===== src/hw/i2sw_cfg.svh =====
// Constants of the two-channel I2C switch controller.
// Assumes inclusion by the package and by every design file needing them.
// Notes on behaviour
// - Last address bit 1 reads the control register, 0 writes it.
// - After write address ack, the low two bits of the data byte go to the register.
// - Several bytes in one write: only the last byte is kept.
// - Register is written by I2C writes and read by I2C reads.
// - Bit 0 enables channel 0, bit 1 enables channel 1.
// - New channel selection becomes active only at a stop condition.
// - Both channels may be connected at the same time.
// - Reset and power-up clear all bits, no channel selected.
// - Interrupt output pulled low while either interrupt input is low.
// - Interrupts are reported whether or not the channel is selected.
// - Bit 4 shows channel 0 interrupt, bit 5 channel 1; 1 pending.
// - Interrupt inputs are sampled into bits 4 and 5 on a read.
// - Both interrupt bits may read as set together.
// - Interrupt inputs may serve as general inputs via status bits.
// - Reset pin low returns register and state machine to defaults.
// - Slave address is fixed upper bits plus two address pins.
`ifndef I2SW_CFG_SVH
`define I2SW_CFG_SVH
`define I2SW_ADDR_HI      5'h1c
`define I2SW_CTRL_RESET   8'h00
`define I2SW_EN_MASK      8'h03
`define I2SW_IRQ0_BIT     4
`define I2SW_IRQ1_BIT     5
`endif


===== src/hw/i2sw_pkg.sv =====
// Types of the two-channel I2C switch controller.
// Assumes the constants header is available on the include path.
package i2sw_pkg;
`include "i2sw_cfg.svh"
    typedef enum logic [2:0]
    {
        ST_IDLE = 3'b000,
        ST_ADDR = 3'b001,
        ST_AACK = 3'b010,
        ST_WDAT = 3'b011,
        ST_WACK = 3'b100,
        ST_RDAT = 3'b101,
        ST_RACK = 3'b110
    } i2sw_state_t;
endpackage


===== src/hw/i2sw_sync.sv =====
// Two-flop synchroniser for a bundle of levels.
// Assumes the inputs are asynchronous to clk_in.
`timescale 1ns/1ps
module i2sw_sync #(
    parameter int WIDTH = 1
) (
    input  wire logic             clk_in,
    input  wire logic             nrst_in,
    input  wire logic [WIDTH-1:0] d_in,
    input  wire logic [WIDTH-1:0] rst_val_in,
    output logic      [WIDTH-1:0] q_out
);
    logic [WIDTH-1:0] meta_q;
    initial
    begin
        if (WIDTH < 1) $error("WIDTH must be at least 1");
    end
    // Reset to all ones: idle level of every bus and interrupt line
    always_ff @(posedge clk_in or negedge nrst_in)
    begin
        if (!nrst_in)
        begin
            meta_q <= '1;
            q_out  <= '1;
        end
        else
        begin
            meta_q <= d_in;
            q_out  <= meta_q;
        end
    end
endmodule // i2sw_sync


===== src/hw/i2sw_ctrl.sv =====
// Control logic of a two-channel I2C bus switch: slave engine, control
// register, delayed channel enable and interrupt combining.
// Assumes SCL/SDA and interrupt pins are asynchronous; oversampled on clk.
`timescale 1ns/1ps
`include "i2sw_cfg.svh"
module i2sw_ctrl (
    input  wire logic clk_sys_in,
    input  wire logic nrst_in,
    input  wire logic scl_in,
    input  wire logic sda_in,
    output logic      sda_out,
    output logic      sda_oe_n_out,
    input  wire logic addr_pin_low,
    input  wire logic addr_pin_high,
    input  wire logic chan0_irq_in_n,
    input  wire logic chan1_irq_in_n,
    output logic      irq_out,
    output logic      irq_oe_n_out,
    output logic      chan0_enable_bit,
    output logic      chan1_enable_bit,
    output logic      busy_out
);
    import i2sw_pkg::*;

    // ****************************************************
    // Input synchronisers
    // ****************************************************
    logic [3:0] pins_s;
    logic       scl_s;
    logic       sda_s;
    logic       irq0_n_s;
    logic       irq1_n_s;
    i2sw_sync #(.WIDTH(4)) u_sync (
        .clk_in     (clk_sys_in),
        .nrst_in    (nrst_in),
        .d_in       ({chan1_irq_in_n, chan0_irq_in_n, sda_in, scl_in}),
        .rst_val_in (4'hf),
        .q_out      (pins_s)
    );
    assign scl_s    = pins_s[0];
    assign sda_s    = pins_s[1];
    assign irq0_n_s = pins_s[2];
    assign irq1_n_s = pins_s[3];

    logic scl_q;
    logic sda_q;
    always_ff @(posedge clk_sys_in or negedge nrst_in)
    begin
        if (!nrst_in)
        begin
            scl_q <= 1'b1;
            sda_q <= 1'b1;
        end
        else
        begin
            scl_q <= scl_s;
            sda_q <= sda_s;
        end
    end

    logic scl_rise;
    logic scl_fall;
    logic start_det;
    logic stop_det;
    assign scl_rise  = scl_s & ~scl_q;
    assign scl_fall  = ~scl_s & scl_q;
    assign start_det = scl_s & scl_q & sda_q & ~sda_s;
    assign stop_det  = scl_s & scl_q & ~sda_q & sda_s;

    // ****************************************************
    // Serial engine
    // ****************************************************
    i2sw_state_t state_q;
    logic [7:0]  shift_q;
    logic [2:0]  bit_q;
    logic [7:0]  ctrl_q;
    logic        pend_q;
    logic [6:0]  own_addr;
    logic        addr_match;
    logic        wr_done;
    logic        rd_load;
    logic        rx_full_q;
    logic [7:0]  rd_byte;

    // Status byte: bit 4 channel 0, bit 5 channel 1
    assign rd_byte = {2'b00, ~irq1_n_s, ~irq0_n_s, 2'b00, ctrl_q[1:0]};

    // Eight bits seen; the fall inside a start must not look like a byte end
    always_ff @(posedge clk_sys_in or negedge nrst_in)
    begin
        if (!nrst_in)
            rx_full_q <= 1'b0;
        else if (start_det || stop_det || scl_fall)
            rx_full_q <= 1'b0;
        else if (scl_rise && bit_q == 3'h7 &&
                 (state_q == ST_ADDR || state_q == ST_WDAT))
            rx_full_q <= 1'b1;
    end

    // Address from fixed bits and pins
    assign own_addr   = {`I2SW_ADDR_HI, addr_pin_high, addr_pin_low};
    assign addr_match = (shift_q[7:1] == own_addr);
    assign wr_done    = (state_q == ST_WDAT) && scl_rise && (bit_q == 3'h7);
    assign rd_load    = (state_q == ST_AACK) && scl_fall && shift_q[0];

    always_ff @(posedge clk_sys_in or negedge nrst_in)
    begin
        if (!nrst_in)
        begin
            state_q <= ST_IDLE;
            shift_q <= 8'h00;
            bit_q   <= 3'h0;
        end
        else if (start_det)
        begin
            state_q <= ST_ADDR;
            bit_q   <= 3'h0;
        end
        else if (stop_det)
            state_q <= ST_IDLE;
        else
        begin
            case (state_q)
                ST_IDLE: ;
                ST_ADDR, ST_WDAT:
                    if (scl_rise)
                    begin
                        shift_q <= {shift_q[6:0], sda_s};
                        bit_q   <= bit_q + 3'h1;
                    end
                    else if (scl_fall && rx_full_q)
                    begin
                        if (state_q == ST_ADDR && !addr_match)
                            state_q <= ST_IDLE;
                        else
                            state_q <= (state_q == ST_ADDR) ? ST_AACK
                                                            : ST_WACK;
                    end
                ST_AACK:
                    if (scl_fall)
                    begin
                        if (shift_q[0])
                        begin
                            state_q <= ST_RDAT;
                            shift_q <= rd_byte;
                        end
                        else
                            state_q <= ST_WDAT;
                    end
                ST_WACK:
                    if (scl_fall)
                        state_q <= ST_WDAT;
                ST_RDAT:
                    if (scl_fall)
                    begin
                        shift_q <= {shift_q[6:0], 1'b0};
                        bit_q   <= bit_q + 3'h1;
                        if (bit_q == 3'h7)
                            state_q <= ST_RACK;
                    end
                ST_RACK:
                    if (scl_rise)
                        state_q <= sda_s ? ST_IDLE : ST_RACK;
                    else if (scl_fall)
                        state_q <= ST_IDLE;
                default: state_q <= ST_IDLE;
            endcase
        end
    end

    // ****************************************************
    // Control register
    // ****************************************************
    always_ff @(posedge clk_sys_in or negedge nrst_in)
    begin
        if (!nrst_in)
            ctrl_q <= `I2SW_CTRL_RESET;
        // Each byte overwrites; last one stays
        else if (wr_done)
            ctrl_q[1:0] <= {shift_q[0], sda_s};
        else if (rd_load)
        begin
            ctrl_q[`I2SW_IRQ0_BIT] <= ~irq0_n_s;
            ctrl_q[`I2SW_IRQ1_BIT] <= ~irq1_n_s;
        end
    end

    // Write pending until stop, so the switch closes on idle lines
    always_ff @(posedge clk_sys_in or negedge nrst_in)
    begin
        if (!nrst_in)
            pend_q <= 1'b0;
        else if (wr_done)
            pend_q <= 1'b1;
        else if (stop_det)
            pend_q <= 1'b0;
    end

    always_ff @(posedge clk_sys_in or negedge nrst_in)
    begin
        if (!nrst_in)
        begin
            chan0_enable_bit <= 1'b0;
            chan1_enable_bit <= 1'b0;
        end
        else if (stop_det && pend_q)
        begin
            chan0_enable_bit <= ctrl_q[0];
            chan1_enable_bit <= ctrl_q[1];
        end
    end

    // ****************************************************
    // Pin drive
    // ****************************************************
    logic sda_low_q;
    always_ff @(posedge clk_sys_in or negedge nrst_in)
    begin
        if (!nrst_in)
            sda_low_q <= 1'b0;
        else if (start_det || stop_det)
            sda_low_q <= 1'b0;
        else if (scl_fall)
        begin
            // Ack matched address and written bytes
            if (state_q == ST_ADDR && rx_full_q && addr_match)
                sda_low_q <= 1'b1;
            else if (state_q == ST_WDAT && rx_full_q)
                sda_low_q <= 1'b1;
            else if (state_q == ST_AACK && shift_q[0])
                sda_low_q <= ~rd_byte[7];
            else if (state_q == ST_RDAT && bit_q != 3'h7)
                sda_low_q <= ~shift_q[6];
            else
                sda_low_q <= 1'b0;
        end
    end
    assign sda_out      = 1'b0;
    assign sda_oe_n_out = ~sda_low_q;

    logic irq_low_q;
    always_ff @(posedge clk_sys_in or negedge nrst_in)
    begin
        if (!nrst_in)
            irq_low_q <= 1'b0;
        else
            irq_low_q <= ~irq0_n_s | ~irq1_n_s;
    end
    assign irq_out      = 1'b0;
    assign irq_oe_n_out = ~irq_low_q;
    assign busy_out     = (state_q != ST_IDLE);

    // ****************************************************
    // Checks
    // ****************************************************
    a_irq_combine: assert property (@(posedge clk_sys_in) disable iff (!nrst_in)
        (!irq0_n_s || !irq1_n_s) |=> !irq_oe_n_out)
        else $error("interrupt output not driven");
    a_en_on_stop: assert property (@(posedge clk_sys_in) disable iff (!nrst_in)
        $changed(chan0_enable_bit) |-> $past(stop_det))
        else $error("channel changed outside stop");
    a_unused_zero: assert property (@(posedge clk_sys_in) disable iff (!nrst_in)
        ctrl_q[7:6] == 2'b00 && ctrl_q[3:2] == 2'b00)
        else $error("unused bits set");
    a_irq_release: assert property (@(posedge clk_sys_in) disable iff (!nrst_in)
        (irq0_n_s && irq1_n_s) |=> irq_oe_n_out)
        else $error("interrupt stuck");
    a_idle_nodrive: assert property (@(posedge clk_sys_in) disable iff (!nrst_in)
        stop_det |=> sda_oe_n_out)
        else $error("sda driven after stop");
    a_wr_pend: assert property (@(posedge clk_sys_in) disable iff (!nrst_in)
        wr_done |=> pend_q)
        else $error("write not pending");
    a_rd_dir: assert property (@(posedge clk_sys_in) disable iff (!nrst_in)
        rd_load |=> state_q == ST_RDAT)
        else $error("read direction wrong");
    a_rst_clear: assert property (@(posedge clk_sys_in)
        $rose(nrst_in) |-> ctrl_q == 8'h00 && !chan0_enable_bit)
        else $error("reset value wrong");
    c_write: cover property (@(posedge clk_sys_in) wr_done);
    c_read: cover property (@(posedge clk_sys_in) rd_load);
    c_both: cover property (@(posedge clk_sys_in)
        chan0_enable_bit && chan1_enable_bit);
endmodule // i2sw_ctrl


===== config.mk =====
export PLATFORM = sky130hd
export DESIGN_NAME = i2sw_ctrl
export DESIGN_NICKNAME = d
export VERILOG_FILES = /design/src/hw/i2sw_pkg.sv /design/src/hw/i2sw_sync.sv /design/src/hw/i2sw_ctrl.sv
export VERILOG_INCLUDE_DIRS = /design/src /design/src/hw
export SDC_FILE = /design/constraint.sdc
export NUM_CORES = 1
export LEC_CHECK = 0
export BUFFER_PORTS_ARGS = -buffer_cell sky130_fd_sc_hd__buf_2
export CORE_ASPECT_RATIO = 1.75
export CORE_MARGIN = 1.5
export CORE_UTILIZATION = 52
export CTS_BUF_LIST = sky130_fd_sc_hd__clkbuf_16
export CTS_CLUSTER_DIAMETER = 150
export DETAILED_ROUTE_END_ITERATION = 7
export HOLD_SLACK_MARGIN = 0.02
export PLACE_DENSITY_LB_ADDON = 0.2
export SYNTH_ARGS = -nofsm -noshare
export SYNTH_HDL_FRONTEND = slang
export SYNTH_SLANG_ARGS = --single-unit

===== constraint.sdc =====
create_clock -name clk_sys_in -period 1.83 [get_ports clk_sys_in]
set_input_delay 0.0915 -clock clk_sys_in [delete_from_list [all_inputs] [get_ports clk_sys_in]]
set_output_delay 0.0915 -clock clk_sys_in [all_outputs]
set_load 0.02 [all_outputs]

==> metrics, run 1 <==
Post-Syn Instances=158; layout cells sized above 1=26.78%; run status=finished clean; H-tree depth reported by CTS=2; Clock transition at path regs=0.05 ns; unique cell type count in the Yosys netlist=51; largest net degree at the start of global routing=33; CP Launch Type=flip-flop; Arr. time, crit path=1.92 ns; antenna violations before repair=0; DR vias/cell=5.711; # rows=26; postcts setup bufs=0; LEAKAGE=0.0008912 uW; drt drc=0; die area=3506 um^2; area post-placement=1768 um^2; synthesis-to-finish area growth=22.55%; Layout Utilization=67.75%; final hold slack=0.3536 ns; EDFF count, synth=0; Setup Skew=0.006593 ns; DR vias=1,285; maximum vdd drop=1.216 mV; Die Y=77.21 um; mapped cell area=1637 um^2; setup_tns=0 ns; Port-buffer cells=12; worst min-delay path category=flip-flop to flip-flop; max-slew violation count=0; sequential area share after synthesis=49.69%; Die Wd=45.41 um; Yosys reg bits=32; Max Cap Viol=0; RSZ-0062 raised after global routing=false; Post-Route WL=3482 um; DRT Pass-1 Iters=6; cell area power density=1144 nW/um^2; Final Setup Violations=0; top-level port count=15; first-pass GRT wire length=5954 um; nets=195; Fmax=569.7 MHz; Crit. End Element=flip-flop; cts bufs inserted=5; Async S/R FF share, synth=100.0%; number of global-route vias before repair=1,392; grt ovf=0; RD Place Congestion=0.8440; dpl hpwl=2528 um; Syn. warnings=0; Initial DRC Count=23; TritonCTS clock tree=built; worst setup path category=flip-flop to flip-flop; final hold vios=0; Tcrit/Tclk final=95.92%; Final Cell Area=2006 um^2; Crit Path Max Fanout=6; clock sink count=32; post-route ant nets=0; Clock Path Buffers=2; ys flop type=dfrtp_1; routed len/inst=15.48 um; Core Area=2960 um^2; Slowest-stage cell, CP=dfstp_2; antenna cells=0; worst-margin pin slew=0.6783 ns; Period minus WS final=1.755 ns; Required @ worst endpoint=2.00 ns; Initial Util=55.28%; critical path, cell by cell=ha_1, nand4bb_1, a32oi_2, o21ai_1, a22o_1; slowest stage delay, CP=0.54 ns; clk_lat worst skew=0.28 ns; Slew Limit Headroom=54.78%; average cell area after synthesis=10.36 um^2; gr usage total=23.88%; CTS root buffer=clkbuf_16
## worst max-delay path, delay by kind of cell (launching register included)
kind | cells | cell delay, ns
adders and majority gates | 1 | 0.20
DFF | 1 | 0.54
and+or+nand+nor | 1 | 0.18
AOI/OAI and AO/OA | 3 | 0.73
## metal layers
metal	share of wire [%]	GRT usage [%]	up-vias
met4	4.0	15.59	0
met3	2.6	7.059	14
met2	55	38.87	25
met5	0	0	-
li1	-	-	615
met1	39	24.85	631
## repair_timing
action / in CTS / in global routing
resized for setup: 1 / 4
endpoints found under the hold margin: 26 / 0
hold buffers: 5 / 0
setup endpoints to repair: 2 / 9
pin swaps: 0 / 0
## state kept, by name, indices dropped and copies added (netlist names)
signal	count
sda_low_q	1
pend_q	1
ctrl_q	2
state_q	3
irq_low_q	1
rx_full_q	1
chan1_enable_bit	1
bit_q	3
u_sync.q_out	4
u_sync.meta_q	4
shift_q	8
sda_q	1
chan0_enable_bit	1
scl_q	1
## report_power, final
part / internal [uW] / switching, uW
clock: 633 / 285
sequential: 824 / 105
combinational: 219 / 229
## layout make-up
type / count / area (um^2)
well taps: 42 / 52.55
flip-flops and latches: 32 / 813.3
clock inverters: 3 / 38.79
multi-input cells: 110 / 775.7
repair buffers: 25 / 170.2
fillers: 225 / 954.7
clock buffers: 5 / 125.1
inverters: 8 / 30.03
## cell families after synthesis
kind of cell	synth area share, %
flops	49.69
simple gates	21.87
mux	1.376
other cells	0.2291
fa+ha+maj	3.823
xor+xnor	1.606
buf+inv	4.586
compound gates	16.82
## Yosys cell counts, types with 3 or more instances
cell type	number	share of area, %
dfrtp_1	22	34
nand2_1	14	3.2
nor2_1	11	2.5
dfstp_2	10	16
inv_1	8	1.8
o21ai_0	7	2.1
a22o_1	6	3.2
a21oi_1	5	1.5
ha_1	5	3.8
clkbuf_1	4	0.92
nand3b_1	4	1.8
nor2b_1	4	1.5
a31oi_1	3	1.1
buf_2	3	0.92
nor3_1	3	0.92
xor2_1	3	1.6
## cell usage in the layout, fill, tap and decap left out, types with 3 or more instances in the layout
cell,instances
a22o_1,6
inv_1,9
nor2_1,11
xor2_1,3
dfstp_2,10
nand3b_1,4
a21oi_1,5
buf_2,12
dlygate4sd3_1,5
clkbuf_16,5
nor2b_1,3
o21ai_0,6
nor3_1,3
ha_1,4
buf_4,8
nand2_1,14
dfrtp_1,22
## final timing paths
check / end / cells after the start / slack (ns) / startpoint
hold reg to reg: u_sync.q_out[1] / 0 / 0.35 / u_sync.meta_q[1]
min in group asynchronous: irq_low_q / 2 / 0.39 / nrst_in
max in group asynchronous: rx_full_q / 2 / 1.00 / nrst_in
setup / recovery: shift_q[5] / 5 / 0.07 / scl_q
setup reg to reg: shift_q[5] / 5 / 0.07 / scl_q
hold / removal: u_sync.q_out[1] / 0 / 0.35 / u_sync.meta_q[1]
## stage by stage
step / setup slack [ns] / total power [uW] / std cells
finish: 0.07467 / 2295 / 225
global route: 0.002544 / 2421 / 225
CTS: 0.05913 / 2310 / 225
detailed placement: 0.01601 / 1374 / 212
global placement: 0.05822 / 1351 / 212
floorplan: 0.02657 / 1227 / 159
Note: power is estimated with default switching activity, not from simulation.
==> run 2: changes to the inputs <==
--- a/config.mk
+++ b/config.mk
@@ -6,6 +6,7 @@
 export SDC_FILE = /design/constraint.sdc
 export NUM_CORES = 1
 export LEC_CHECK = 0
+export ABC_AREA = 1
 export BUFFER_PORTS_ARGS = -buffer_cell sky130_fd_sc_hd__buf_2
 export CORE_ASPECT_RATIO = 1.75
 export CORE_MARGIN = 1.5
@@ -15,6 +16,7 @@
 export DETAILED_ROUTE_END_ITERATION = 7
 export HOLD_SLACK_MARGIN = 0.02
 export PLACE_DENSITY_LB_ADDON = 0.2
+export SKIP_LAST_GASP = 1
 export SYNTH_ARGS = -nofsm -noshare
 export SYNTH_HDL_FRONTEND = slang
 export SYNTH_SLANG_ARGS = --single-unit
==> run 2 against run 1 <==
  * Worst hold slack is essentially flat
  * Setup slack improved by 0.080 ns
  * Clock power barely moved
  * Wire length grew 11%
  * Sequential share of layout area increased by 0.23 points
  * Global-route usage grew 1.4 points
  * Die area rose by 2.9%
  * Flip-flop and latch count stayed put
  * Cell area shrank 0.56%
  * Core utilization is 3.6 points lower
  * Critical endpoint is now ctrl_q[0]
  * Largest cell class unchanged
  * Largest power group unchanged
==> metrics, run 2 <==
run status=finished clean; worst-margin pin slew=0.6856 ns; layout cells sized above 1=21.40%; footprint of the multi-input gates=735.7 um^2; final hold slack=0.3536 ns; Post-Syn Instances=206; most common cell after layout, fill and taps aside=nand2_1; # rows=27; sequential cell area=813.3 um^2; DR vias/cell=5.316; RD Place Congestion=0.9952; LEAKAGE=0.001027 uW; nets=241; Die Wd=46.05 um; grt ovf=0; Yosys reg bits=32; sequential area share after synthesis=48.22%; Port-buffer cells=12; Final Cell Area=1994 um^2; Final Setup Violations=0; EDFF count, synth=0; routed len/inst=14.19 um; Synth top area share=32.64%; Clock Path Buffers=2; Top reg by flops=shift_q; unique cell type count in the Yosys netlist=29; Worst Setup SP=u_sync.q_out[0]; max reg flops=8; Layout Utilization=64.17%; number of global-route vias before repair=1,469; Slew Limit Headroom=54.29%; Period minus WS final=1.675 ns; most instantiated library cell after synthesis=nand2_1; RSZ-0062 raised after global routing=false; average cell area after synthesis=8.187 um^2; R2R Path Start=u_sync.q_out[0]; critical hold path startpoint=u_sync.meta_q[1]; TritonCTS clock tree=built; Initial Util=54.27%; CTS root buffer=clkbuf_16; Fmax=597.0 MHz; Initial DRC Count=63; max-slew violation count=0; largest net degree at the start of global routing=33; first-pass GRT wire length=6520 um; registers with the most flip-flops=shift_q x8, u_sync.meta_q x4, u_sync.q_out x4; FILL cells=285; clock sink count=32; setup_tns=0 ns; Clock transition at path regs=0.05 ns; Max Cap Viol=0; Syn. warnings=0; Setup Skew=0.004352 ns; DR vias=1,446; CP Launch Type=flip-flop; maximum vdd drop=0.7178 mV; Crit. End Element=flip-flop; H-tree depth reported by CTS=2; drt drc=0; DRT Pass-1 Iters=4; ys flop type=dfrtp_1; Die Y=78.34 um; worst setup path category=flip-flop to flip-flop; mapped cell area=1687 um^2; gr usage total=25.26%; clk_lat worst skew=0.27 ns; die area=3608 um^2; postcts setup bufs=0; post-route ant nets=0; Core Area=3108 um^2; Tot Pwr=2307 uW; Arr. time, crit path=1.83 ns; synthesis-to-finish area growth=18.25%; most frequent cells in the layout=nand2_1 (58), nand3_1 (23), dfrtp_1 (22), inv_1 (19), nor2_1 (16); final hold vios=0; Async S/R FF share, synth=100.0%; dpl hpwl=2854 um; Crit Path Max Fanout=5; R2R Setup Slk=0.15 ns; top-level port count=15; Tcrit/Tclk final=91.54%; antenna violations before repair=0; cts bufs inserted=5; area leader, netlist=dfrtp_1; area post-placement=1778 um^2; Commonest cells post-synth=nand2_1 (58), nand3_1 (23), dfrtp_1 (22); Post-Route WL=3861 um; worst min-delay path category=flip-flop to flip-flop; Synth area leaders=dfrtp_1 (33%), dfstp_2 (16%), nand2_1 (13%); Required @ worst endpoint=1.98 ns; cell area power density=1157 nW/um^2; antenna cells=0
## run 2: changes by cell type in the layout (fill, tap and decap cells not counted), moves of 5 or more
cell / delta
nand2_1: +44
nand3_1: +21
inv_1: +10
a22o_1: -6
buf_4: -5
inv_2: +5
nor2_1: +5
o21ai_0: +5
## run 2: cells by family after synthesis
group | after synthesis | synth area share [%]
DFF | 32 | 48.22
adders and majority gates | 5 | 3.709
AOI/OAI and AO/OA | 25 | 8.680
and+or+nand+nor | 112 | 30.56
buffers and inverters | 31 | 8.606
other | 1 | 0.2223
## run 2: critical path, stage by stage (launching register included)
cell and delay [ns]:
dfstp_2 0.56, ha_1 0.24, inv_1 0.10, nor3_1 0.27, nand2_1 0.21, nand2_1 0.11
o21ai_0 0.07
## run 2: report_power, final
part           switching (uW)  internal [uW]
sequential                109            821
combinational             302            160
clock                     285            631
## run 2: cell type report
| class | instances | share of cell area [%] |
|---|---|---|
| flip-flops and latches | 32 | 40.78 |
| repair buffers | 20 | 6.650 |
| inverters | 25 | 4.831 |
| clock inverters | 3 | 1.882 |
| well taps | 43 | 2.698 |
| multi-input cells | 144 | 36.89 |
| clock buffers | 5 | 6.274 |
## run 2: worst paths after layout
check / depth (start not counted) / to
worst max register to register: 6 / ctrl_q[0]
worst min-delay path: 0 / u_sync.q_out[1]
worst max-delay path: 6 / ctrl_q[0]
max in group asynchronous: 2 / bit_q[1]
worst min register to register: 0 / u_sync.q_out[1]
min in group asynchronous: 2 / shift_q[0]
## run 2: per-stage QoR
| step | setup slack (ns) | std cells |
|---|---|---|
| after floorplan | 0.2658 | 207 |
| after global placement | 0.1612 | 259 |
| after detailed placement | 0.03934 | 259 |
| after CTS | 0.01913 | 272 |
| after global routing | 0.03515 | 272 |
| final | 0.1549 | 272 |
## run 2: repair_timing
action / CTS / global route
gates resized for setup: 0 / 2
endpoints found under the setup margin: 0 / 7
endpoints found under the hold margin: 26 / 0
hold buffers: 5 / 0
## run 2: routing by layer
metal,routed length (um),GRT usage [%],vias up
met5,0,0,-
met4,169,15.14,0
met3,152,5.287,15
met2,2095,40.97,45
met1,1444,28.77,684
li1,-,-,702
==> run 3: changes to the inputs <==
--- a/config.mk
+++ b/config.mk
@@ -15,7 +15,7 @@
 export CTS_CLUSTER_DIAMETER = 150
 export DETAILED_ROUTE_END_ITERATION = 7
 export HOLD_SLACK_MARGIN = 0.02
-export PLACE_DENSITY_LB_ADDON = 0.2
+export PLACE_DENSITY_LB_ADDON = 0.08
 export SKIP_LAST_GASP = 1
 export SYNTH_ARGS = -nofsm -noshare
 export SYNTH_HDL_FRONTEND = slang
==> run 3 against run 2 <==
  * Wire length decreased by 1.6%
  * Largest power group unchanged
  * Maximum frequency decreased by 1.7%
  * Sequential power increased by 0.9%
  * Non-clock buffer count unchanged
  * Core utilization increased by 0.080 points
  * Highest routed layer unchanged
  * Worst hold slack improved by 0.00052 ns
==> metrics, run 3 (same netlist as run 2, synthesis figures left out) <==
die area=3608 um^2; post-route ant nets=0; Clock transition at path regs=0.05 ns; layout cells sized above 1=21.83%; Arr. time, crit path=1.92 ns; nets=241; Die Wd=46.05 um; Post-Route WL=3798 um; antenna violations before repair=0; cell area power density=1162 nW/um^2; gr usage total=24.88%; slowest stage delay, CP=0.54 ns; DR vias=1,448; number of global-route vias before repair=1,470; final hold vios=0; top-level port count=15; Port-buffer cells=12; Core Area=3108 um^2; worst setup path category=flip-flop to flip-flop; Period minus WS final=1.705 ns; clk_lat worst skew=0.27 ns; worst-margin pin slew=0.6697 ns; Initial Util=54.27%; clock sink count=32; H-tree depth reported by CTS=2; cts bufs inserted=5; largest net degree at the start of global routing=33; maximum vdd drop=1.068 mV; R2R Path Start=scl_q; # rows=27; Hold Crit Depth=0; critical hold path startpoint=u_sync.meta_q[1]; Tcrit/Tclk final=93.15%; Crit Path Max Fanout=7; final hold slack=0.3541 ns; Max Cap Viol=0; RD Place Congestion=0.9200; TritonCTS clock tree=built; grt ovf=0; most common cell after layout, fill and taps aside=nand2_1; Top reg by flops=shift_q; CP Launch Type=flip-flop; Slew Limit Headroom=55.35%; Final Setup Violations=0; critical path, cell by cell=ha_1, inv_1, a21oi_4, and2_2, nand3_1, nand2_1; Initial DRC Count=89; Die Y=78.34 um; drt drc=0; Worst Hold Endpoint=u_sync.q_out[1]; Fmax=586.6 MHz; registers with the most flip-flops=shift_q x8, u_sync.meta_q x4, u_sync.q_out x4; synthesis-to-finish area growth=18.40%; Worst Reg-to-Reg Cells=6; max reg flops=8; Crit. End Element=flip-flop; R2R Setup Slk=0.13 ns; dpl hpwl=2790 um; CTS root buffer=clkbuf_16; routed len/inst=13.96 um; RSZ-0062 raised after global routing=false; antenna cells=0; Clock Path Buffers=2; most frequent cells in the layout=nand2_1 (58), nand3_1 (23), dfrtp_1 (22), inv_1 (19), nor2_1 (16); first-pass GRT wire length=6499 um; run status=finished clean; reg2reg end=shift_q[2]; Slowest-stage cell, CP=dfstp_2; setup_tns=0 ns; max-slew violation count=0; postcts setup bufs=0; Required @ worst endpoint=2.04 ns; Setup Skew=0.002173 ns; DRT Pass-1 Iters=4; worst min-delay path category=flip-flop to flip-flop; LEAKAGE=0.001030 uW; DR vias/cell=5.324
## run 3: cell types whose count changed in the layout (fill, tap and decap cells not counted)
cell / delta
ha_1: +1
clkinv_2: +1
clkinv_1: -2
ha_2: -1
clkinvlp_4: +1
## run 3: cell type report
type / instances / area (um^2)
tap: 43 / 53.80
clock buffer: 5 / 125.1
inverter: 25 / 96.34
multi-input combinational: 144 / 733.2
clock inverter: 3 / 42.54
sequential: 32 / 813.3
timing repair buffer: 20 / 132.6
fill: 289 / 1111
## run 3: worst max-delay path by stage
stage                          startpoint    endpoint  slack, ns  cells past startpoint
after floorplan           u_sync.q_out[0]    bit_q[0]       0.27                      8
after global placement              scl_q  shift_q[6]       0.15                      6
after detailed placement            scl_q  shift_q[2]       0.07                      6
after CTS                           scl_q  shift_q[2]       0.07                      6
after global routing                scl_q  state_q[1]       0.02                     11
final                               scl_q  shift_q[2]       0.13                      6
## run 3: power by group
group	internal (uW)	switching [uW]	leakage (uW)
clock	638	291	0.0000798
combinational	159	295	0.000550
sequential	820	117	0.000400
## run 3: through the flow
step                      util (%)  total power [uW]  instance area (um^2)  cells  worst slack [ns]
final                        64.25              2320                  1997    272            0.1253
after global routing         64.25              2443                  1997    272           0.01685
after CTS                    64.21              2343                  1996    272           0.07361
after detailed placement     57.21              1380                  1778    259           0.07278
after global placement       57.21              1368                  1778    259            0.1540
after floorplan                  -              1259                  1690    207            0.2658
## run 3: per-layer routing
| metal | GRT usage [%] | wire length (um) |
|---|---|---|
| met5 | 0 | 0 |
| met4 | 12.00 | 123 |
| met3 | 5.517 | 179 |
| met2 | 40.83 | 2030 |
| met1 | 29.11 | 1464 |
## run 3: critical path, delay by kind of cell, from the launching register on
kind | cells | cell delay (ns)
compound gates | 1 | 0.23
fa+ha+maj | 1 | 0.26
buf+inv | 1 | 0.14
flops | 1 | 0.54
simple gates | 3 | 0.46
## run 3: repair_timing
| action | in CTS | in global routing |
|---|---|---|
| hold buffers | 5 | 0 |
| setup endpoints to repair | 0 | 7 |
| endpoints found under the hold margin | 26 | 0 |
| resized for setup | 0 | 1 |
